[src/hdl/lvpc_pkg.sv]
// Package of constants for the LLC/VLAN packet classifier
package lvpc_pkg;
    // Protocol selector codes
    localparam logic [7:0]  SEL_NONE      = 8'h00;
    localparam logic [7:0]  SEL_ETHERTYPE = 8'h01;
    localparam logic [7:0]  SEL_DSAP      = 8'h02;
    localparam logic [7:0]  SEL_MGMT      = 8'h03;
    localparam logic [7:0]  SEL_DATA_ALL  = 8'h04;
    // Frame constants
    localparam logic [7:0]  DSAP_SNAP     = 8'hAA;
    localparam logic [15:0] ETYPE_VLAN    = 16'h8100;
    localparam logic [6:0]  FC_MGMT_HI    = 7'h61;     // 1100001x
    localparam logic [15:0] PORT_LOW_DEF  = 16'h0000;
    localparam logic [15:0] PORT_HIGH_DEF = 16'hFFFF;  // 65 535
    // Never-classified management types
    localparam logic [7:0]  MT_RNG_REQ    = 8'h04;
    localparam logic [7:0]  MT_REG_REQ    = 8'h06;
    localparam logic [7:0]  MT_REG_RSP    = 8'h07;
    localparam logic [7:0]  MT_REG_ACK    = 8'h0E;
    // TLV type codes and lengths
    localparam logic [7:0]  TLV_LLC       = 8'h0A;
    localparam logic [7:0]  TLV_LLC_DMAC  = 8'h01;
    localparam logic [7:0]  TLV_LLC_SMAC  = 8'h02;
    localparam logic [7:0]  TLV_LLC_PROT  = 8'h03;
    localparam logic [7:0]  TLV_VLAN      = 8'h0B;
    localparam logic [7:0]  TLV_VLAN_PRI  = 8'h01;
    localparam logic [7:0]  TLV_VLAN_ID   = 8'h02;
    localparam logic [7:0]  TLV_VENDOR    = 8'h2B;
    localparam logic [7:0]  TLV_VENDOR_ID = 8'h08;
    localparam logic [7:0]  TLV_SF_UP     = 8'h18;
    localparam logic [7:0]  TLV_SF_DOWN   = 8'h19;
    localparam logic [7:0]  DMAC_LEN      = 8'h0C;
    localparam logic [7:0]  SMAC_LEN      = 8'h06;
    localparam logic [7:0]  PROT_LEN      = 8'h03;
endpackage

[src/hdl/lvpc_classifier.sv]
// Single-entry LLC and 802.1P/Q classifier match engine
`timescale 1ns/1ps
`default_nettype none
// What this block does
// TCP/UDP destination port matches only inside low..high inclusive.
// Missing low port bound defaults to zero.
// Port bounds ignored for IP frames carrying neither TCP nor UDP.
// Destination MAC matches when frame address AND mask equals configured address.
// Source MAC needs exact match; ignored when not configured.
// Selector 0 disables protocol criterion and ignores value bytes.
// Selector 1 matches frames with Ethertype equal to value bytes.
// Selector 2 matches 802.2 frames, DSAP not 0xAA, equal to low byte.
// Selector 3 matches management frames with type inside value range.
// Management types 4, 6, 7, 14 never classified; go to primary flow.
// Selector 4 matches every data PDU, never management messages.
// For tagged frames the inner Ethertype is used for protocol matching.
// Selectors above 4 reserved; absent protocol parameter ignores protocol.
// Priority matches inside configured low..high, each 0 to 7.
// Priority or VLAN criterion rejects untagged frames.
// Cable modem without tag forwarding disables priority or VLAN entries.
// Only top 12 bits of VLAN parameter compared with frame VLAN.
// Vendor block discarded when its first TLV is not a vendor ID.
// Multi-octet values are most significant octet first.
// LLC parameters under subtype 10, 802.1P/Q under subtype 11.
// Upstream flow groups are type 24, downstream type 25.
// Match only when every configured criterion matches.
module lvpc_classifier
    import lvpc_pkg::*;
(
    // Clock and reset
    input  wire logic        i_clk_sys,
    input  wire logic        i_reset_n,
    // Classifier entry parameters, network order
    input  wire logic        i_dport_low_present,
    input  wire logic [15:0] i_dport_low,
    input  wire logic        i_dport_high_present,
    input  wire logic [15:0] i_dport_high,
    input  wire logic        i_dmac_present,
    input  wire logic [95:0] i_dmac_param,
    input  wire logic        i_smac_present,
    input  wire logic [47:0] i_smac_param,
    input  wire logic        i_proto_present,
    input  wire logic [7:0]  i_proto_sel,
    input  wire logic [7:0]  i_proto_value_high_byte,
    input  wire logic [7:0]  i_proto_value_low_byte,
    input  wire logic        i_pri_present,
    input  wire logic [7:0]  i_pri_low,
    input  wire logic [7:0]  i_pri_high,
    input  wire logic        i_vlan_present,
    input  wire logic [15:0] i_vlan_param,
    input  wire logic        i_vendor_present,
    input  wire logic [7:0]  i_vendor_first_type,
    input  wire logic        i_cable_modem_no_tag_fwd,
    // Parsed frame header, one-cycle strobe
    input  wire logic        i_frm_valid,
    input  wire logic [47:0] i_frm_dmac,
    input  wire logic [47:0] i_frm_smac,
    input  wire logic        i_frm_is_mgmt,
    input  wire logic [7:0]  i_frm_fc,
    input  wire logic [7:0]  i_frm_mgmt_type,
    input  wire logic        i_frm_has_etype,
    input  wire logic [15:0] i_frm_etype,
    input  wire logic [15:0] i_frm_inner_etype,
    input  wire logic        i_frm_is_llc,
    input  wire logic [7:0]  i_frm_dsap,
    input  wire logic        i_frm_tagged,
    input  wire logic [2:0]  i_frm_pri,
    input  wire logic [11:0] i_frm_vlan,
    input  wire logic        i_frm_is_ip,
    input  wire logic        i_frm_is_tcp_udp,
    input  wire logic [15:0] i_frm_dport,
    // Decision outputs
    output logic             o_result_valid,
    output logic             o_match,
    output logic             o_force_primary,
    output logic             o_vendor_discard
);

    logic rst_meta;
    logic rst_sync;
    logic [15:0] port_lo;
    logic [15:0] port_hi;
    logic [15:0] proto_val;
    logic [15:0] eff_etype;
    logic        mgmt_fc;
    logic        mgmt_excluded;
    logic        port_ok;
    logic        dmac_ok;
    logic        smac_ok;
    logic        proto_ok;
    logic        pri_ok;
    logic        vlan_ok;
    logic        entry_live;
    logic        next_match;

    // Reset release through two flops; assertion stays asynchronous
    always_ff @(posedge i_clk_sys or negedge i_reset_n) begin
        if (!i_reset_n) begin
            rst_meta <= 1'b0;
            rst_sync <= 1'b0;
        end else begin
            rst_meta <= 1'b1;
            rst_sync <= rst_meta;
        end
    end

    // Management types that bypass classification
    function automatic logic mgmt_never_classified(input logic [7:0] t);
        return (t == MT_RNG_REQ) || (t == MT_REG_REQ) ||
               (t == MT_REG_RSP) || (t == MT_REG_ACK);
    endfunction

    // Inclusive range check shared by ports, priority and management types
    function automatic logic in_range16(input logic [15:0] v,
                                        input logic [15:0] lo,
                                        input logic [15:0] hi);
        return (v >= lo) && (v <= hi);
    endfunction

    // Defaults for missing port bounds
    assign port_lo   = i_dport_low_present  ? i_dport_low  : PORT_LOW_DEF;
    assign port_hi   = i_dport_high_present ? i_dport_high : PORT_HIGH_DEF;
    // Value bytes arrive high byte first
    assign proto_val = {i_proto_value_high_byte, i_proto_value_low_byte};
    // A tag header hides the real Ethertype one level deeper
    assign eff_etype = (i_frm_etype == ETYPE_VLAN) ? i_frm_inner_etype
                                                   : i_frm_etype;
    assign mgmt_fc       = i_frm_is_mgmt && (i_frm_fc[7:1] == FC_MGMT_HI);
    assign mgmt_excluded = mgmt_fc && mgmt_never_classified(i_frm_mgmt_type);

    // Port criterion only bites for TCP/UDP inside IP
    assign port_ok = !(i_frm_is_ip && i_frm_is_tcp_udp) ||
                     in_range16(i_frm_dport, port_lo, port_hi);

    // Address first, mask second in the 12-byte parameter
    assign dmac_ok = !i_dmac_present ||
                     ((i_frm_dmac & i_dmac_param[47:0]) == i_dmac_param[95:48]);
    assign smac_ok = !i_smac_present || (i_frm_smac == i_smac_param);

    // Layer-3 protocol selector decode
    always_comb begin
        proto_ok = 1'b1;
        if (i_proto_present) begin
            unique case (i_proto_sel)
                SEL_NONE:      proto_ok = 1'b1;
                SEL_ETHERTYPE: proto_ok = !i_frm_is_mgmt && i_frm_has_etype &&
                                          (eff_etype == proto_val);
                SEL_DSAP:      proto_ok = !i_frm_is_mgmt && i_frm_is_llc &&
                                          (i_frm_dsap != DSAP_SNAP) &&
                                          (i_frm_dsap == proto_val[7:0]);
                SEL_MGMT:      proto_ok = mgmt_fc &&
                                          in_range16({8'h00, i_frm_mgmt_type},
                                                     {8'h00, i_proto_value_high_byte},
                                                     {8'h00, i_proto_value_low_byte});
                SEL_DATA_ALL:  proto_ok = !i_frm_is_mgmt;
                // Reserved selectors match nothing
                default:       proto_ok = 1'b0;
            endcase
        end
    end

    // Priority and VLAN need a tagged frame
    assign pri_ok  = !i_pri_present ||
                     (i_frm_tagged &&
                      in_range16({13'h0000, i_frm_pri}, {8'h00, i_pri_low},
                                 {8'h00, i_pri_high}));
    assign vlan_ok = !i_vlan_present ||
                     (i_frm_tagged && (i_frm_vlan == i_vlan_param[15:4]));
    // Modem without tag forwarding kills entries that need tags
    assign entry_live = !(i_cable_modem_no_tag_fwd &&
                          (i_pri_present || i_vlan_present));

    // Every configured criterion must agree
    assign next_match = entry_live && !mgmt_excluded && port_ok && dmac_ok &&
                        smac_ok && proto_ok && pri_ok && vlan_ok;

    // Registered decision
    always_ff @(posedge i_clk_sys or negedge rst_sync) begin
        if (!rst_sync) begin
            o_result_valid  <= 1'b0;
            o_match         <= 1'b0;
            o_force_primary <= 1'b0;
        end else begin
            o_result_valid  <= i_frm_valid;
            o_match         <= i_frm_valid && next_match;
            o_force_primary <= i_frm_valid && mgmt_excluded;
        end
    end

    // Vendor block whose first TLV is not a vendor ID is dropped
    always_ff @(posedge i_clk_sys or negedge rst_sync) begin
        if (!rst_sync) begin
            o_vendor_discard <= 1'b0;
        end else begin
            o_vendor_discard <= i_vendor_present &&
                                (i_vendor_first_type != TLV_VENDOR_ID);
        end
    end
endmodule // lvpc_classifier
`default_nettype wire

[config.mk]
export PLATFORM = sky130hd
export DESIGN_NAME = lvpc_classifier
export DESIGN_NICKNAME = d
export VERILOG_FILES = /design/src/hdl/lvpc_pkg.sv /design/src/hdl/lvpc_classifier.sv
export SDC_FILE = /design/constraint.sdc
export NUM_CORES = 1
export LEC_CHECK = 0
export ABC_AREA = 1
export BUFFER_PORTS_ARGS = -buffer_cell sky130_fd_sc_hd__buf_2
export CORE_AREA = 5 5 171 173
export DETAILED_ROUTE_END_ITERATION = 16
export DIE_AREA = 0 0 176 178
export GPL_TIMING_DRIVEN = 0
export HOLD_SLACK_MARGIN = 0.06
export PLACE_DENSITY_LB_ADDON = 0.12
export REMOVE_ABC_BUFFERS = 1
export SLEW_MARGIN = 20
export SYNTH_ARGS = -nofsm -noshare
export SYNTH_HDL_FRONTEND = slang
export SYNTH_SLANG_ARGS = --single-unit
[constraint.sdc]
create_clock -name i_clk_sys -period 0.8 [get_ports i_clk_sys]
set_input_delay 0.04 -clock i_clk_sys [delete_from_list [all_inputs] [get_ports i_clk_sys]]
set_output_delay 0.04 -clock i_clk_sys [all_outputs]
set_load 0.05 [all_outputs]
==> impl_metrics.csv <==
group,metric,value,unit
cts,path_clk_slew,0.03,ns
routing,routedWlPerCell,15.4,um
sta,fin_ws,-0.684,ns
power,switching_power,1.60,mW
logic_synthesis,synth-seq-area-share,0.0362,
die,coreArea,0.0275,mm^2
logic_synthesis,syn_avg_cell_area,5.69,um^2
setup_path,worstPathArrival,1.61,ns
die,rows,61,
setup_path,required,0.92,ns
setup_path,crit_path_start_kind,"input port",
die,dieArea,0.0313,mm^2
grt,grt_pass1_wl,33200,um
min_path,hp-class,"flip-flop to async pin",
logic_synthesis,synthCells,729,
grt,grt_max_degree,17,
logic_synthesis,synth-edff-count,0,
logic_synthesis,synth_most_common_cell,"nand2_1",
die,die_y,178,um
power,pwr_density_cell,576,mW/mm^2
routing,drt_pass1_iterations,4,
final_layout,seqCellArea,150,um^2
place,portBuffers,439,
sta,finalSetupViolations,1,
sta,fmax,0.674,GHz
die,start_util,0.151,
run,drv_cap,0,
place,dp_hpwl,22500,um
cts,clockBufferDepth,2,
power,total_power,4.11,mW
outcome,violations,"setup timing",
sta,drv_slew,0,
cts,cts_tree,"yes",
setup_path,critical_path_class,"input port to flip-flop",
sta,finalHoldViolations,0,
routing,ant_nets,0,
logic_synthesis,synthFlopType,"dfrtp_1",
logic_synthesis,synth.ff_latch_count,6,
place,place.gp.congestion,0.882,
sta,period_share,1.86,
grt,grt_pass1_vias,6127,
die,die_width,176,um
grt,gr-usage-all-layers,0.138,
logic_synthesis,ys_types,35,
cts,cts_root_buf,"clkbuf_16",
power,pwr-share-seq,0.079,
routing,drt-total-wl,23500,um
grt,grt-ovfl-total,0,
cts,clock_sinks,6,
power,swShare,0.389,
routing,drcViolationCount,0,
power,peakVddDrop,457,uV
power,intPower,2.51,mW
sta,fin_skew,0.00162,ns
final_layout,layout-drive-gt1-share,0.432,
logic_synthesis,ys_top_cells_by_area,"nand2_1 (20%), ha_1 (16%), xor2_1 (8.9%)",
logic_synthesis,yosys_warnings,0,
power,total_leakage_power,4.01,nW
setup_path,worstSetupEndpointType,"flip-flop",
cts,cts_max_level,1,
routing,via_per_inst,3.91,
final_layout,area_growth,72.3,%
logic_synthesis,async_flop_share,1.00,
final_layout,fillers,3256,
die,io_pins,445,
sta,rsz0062_at_grt,"true",
logic_synthesis,yosys.area.top_type_share,0.198,
power,clockPowerShare,0.195,
logic_synthesis,yosysTopAreaCell,"nand2_1",
final_layout,multi_input_area,0.00378,mm^2
routing,drtIter0Drc,147,
place,dp_slack,-1.26,ns
cts,clock_latency,0.23,ns
logic_synthesis,synthesis.area,0.00415,mm^2
final_layout,nets,1674,
logic_synthesis,synth_common_cells,"nand2_1 (219), inv_1 (89), nor2_1 (76)",
grt,antenna_found_initial,5,
cts,cts_buffers,3,
routing,via_count,5967,
power,combPwrFrac,0.726,
outcome,outcome,"complete, but fails checks",
setup_path,critical_path.max_fanout,5,
sta,min_period,1.48,ns
## cell families after synthesis
| group | count (synthesis) | share of synthesized area |
|---|---|---|
| AOI/OAI and AO/OA | 65 | 0.0884 |
| buffers and inverters | 96 | 0.0906 |
| DFF | 6 | 0.0362 |
| and+or+nand+nor | 427 | 0.452 |
| xor gates and xnor gates | 80 | 0.169 |
| other | 1 | 0.000905 |
| adders and majority gates | 54 | 0.163 |
## registers in the layout (all words and copies together) (netlist names)
| signal | count |
|---|---|
| o_vendor_discard | 1 |
| o_result_valid | 1 |
| o_force_primary | 1 |
| rst_sync | 1 |
| o_match | 1 |
| rst_meta | 1 |
## area by class of cell
class,instances,share of cell area
diodes,3,0.00105
repair buffers,450,0.329
multi-input cells,627,0.530
flip-flops and latches,6,0.0210
well taps,346,0.0606
inverters,91,0.0484
clock buffers,3,0.0105
## layout by cell type, fill, tap and decap left out, drive strengths merged
| cell | instances |
|---|---|
| o21bai | 2 |
| a21boi | 2 |
| nand2 | 220 |
| ha | 54 |
| xor2 | 42 |
| xnor2 | 38 |
| a211oi | 1 |
| nor4 | 4 |
| dfrtp | 6 |
| o211ai | 3 |
| clkbuf | 4 |
| o22ai | 4 |
| nor4b | 1 |
| a41oi | 1 |
| buf | 447 |
| and3 | 1 |
| o2111ai | 2 |
| conb | 1 |
| nor2 | 80 |
| nand3 | 61 |
| a22o | 1 |
| or2 | 22 |
| a21oi | 31 |
| diode | 3 |
| clkinvlp | 1 |
| nand3b | 3 |
| nor3 | 25 |
| nor3b | 1 |
| dlygate4sd3 | 2 |
| a31oi | 1 |
| o21ai | 17 |
| inv | 90 |
| nand4 | 9 |
## power by group through the flow
| stage | combinational, mW | clock (mW) | sequential, mW |
|---|---|---|---|
| after global routing | 3.41 | 0.836 | 0.326 |
| final | 2.98 | 0.803 | 0.323 |
| after global placement | 2.88 | 0 | 0.325 |
| after CTS | 2.98 | 0.821 | 0.324 |
| after detailed placement | 2.90 | 0 | 0.326 |
| after floorplan | 1.30 | 0 | 0.345 |
## path summary, 6_finish.rpt
check	cells past startpoint	startpoint	slack (ns)	end
worst min-delay path	0	rst_sync	0.06	o_match
max in group asynchronous	2	i_reset_n	0.55	rst_meta
worst max-delay path	16	i_dport_high_present	-0.68	o_match
worst max register to register	0	rst_meta	0.34	rst_sync
worst min register to register	0	rst_sync	0.06	o_match
min in group i_clk_sys	2	i_vendor_present	0.11	o_vendor_discard
## worst max-delay path, stage by stage
cell	delay, ns
buf_6	0.09
clkinvlp_4	0.14
buf_4	0.17
nor2_1	0.05
ha_1	0.28
nand2_1	0.08
nor2_2	0.13
nand2_1	0.06
o211ai_1	0.08
nand2_1	0.07
nand2_1	0.07
nand2_1	0.06
a21oi_2	0.14
nor2_1	0.05
nand2_1	0.06
inv_1	0.04
## metal layers
| layer | part of all wire | wire [um] | up-vias | global-route usage |
|---|---|---|---|---|
| met5 | 0.00055 | 13 | - | 0 |
| met4 | 0.0091 | 213 | 2 | 0.0182 |
| met3 | 0.078 | 1820 | 17 | 0.0377 |
| met2 | 0.52 | 12200 | 222 | 0.264 |
| met1 | 0.40 | 9300 | 2478 | 0.157 |
| li1 | - | - | 3248 | - |
## what timing repair did
| action | 4_1_cts | 5_1_grt |
|---|---|---|
| resized for setup | 24 | 19 |
| setup buffers | 8 | 0 |
| hold endpoints to repair | 3 | 0 |
| gates cloned | 0 | 1 |
| pin swaps | 4 | 15 |
| endpoints found under the setup margin | 6 | 5 |
| hold buffers | 2 | 0 |
## stage by stage
| stage | setup TNS [ns] | hold slack, ns | util | area, um^2 | cells |
|---|---|---|---|---|---|
| floorplan | -0.698 | -0.256 | - | 4110 | 724 |
| global placement | -2.10 | -0.170 | 0.245 | 6740 | 1509 |
| detailed placement | -2.02 | -0.170 | 0.245 | 6740 | 1509 |
| CTS | -0.710 | 0.0658 | 0.255 | 7000 | 1522 |
| global route | -0.826 | 0.0800 | 0.260 | 7140 | 1526 |
| finish | -0.684 | 0.0554 | 0.260 | 7140 | 1526 |
Power figures use the tool's default switching activity.
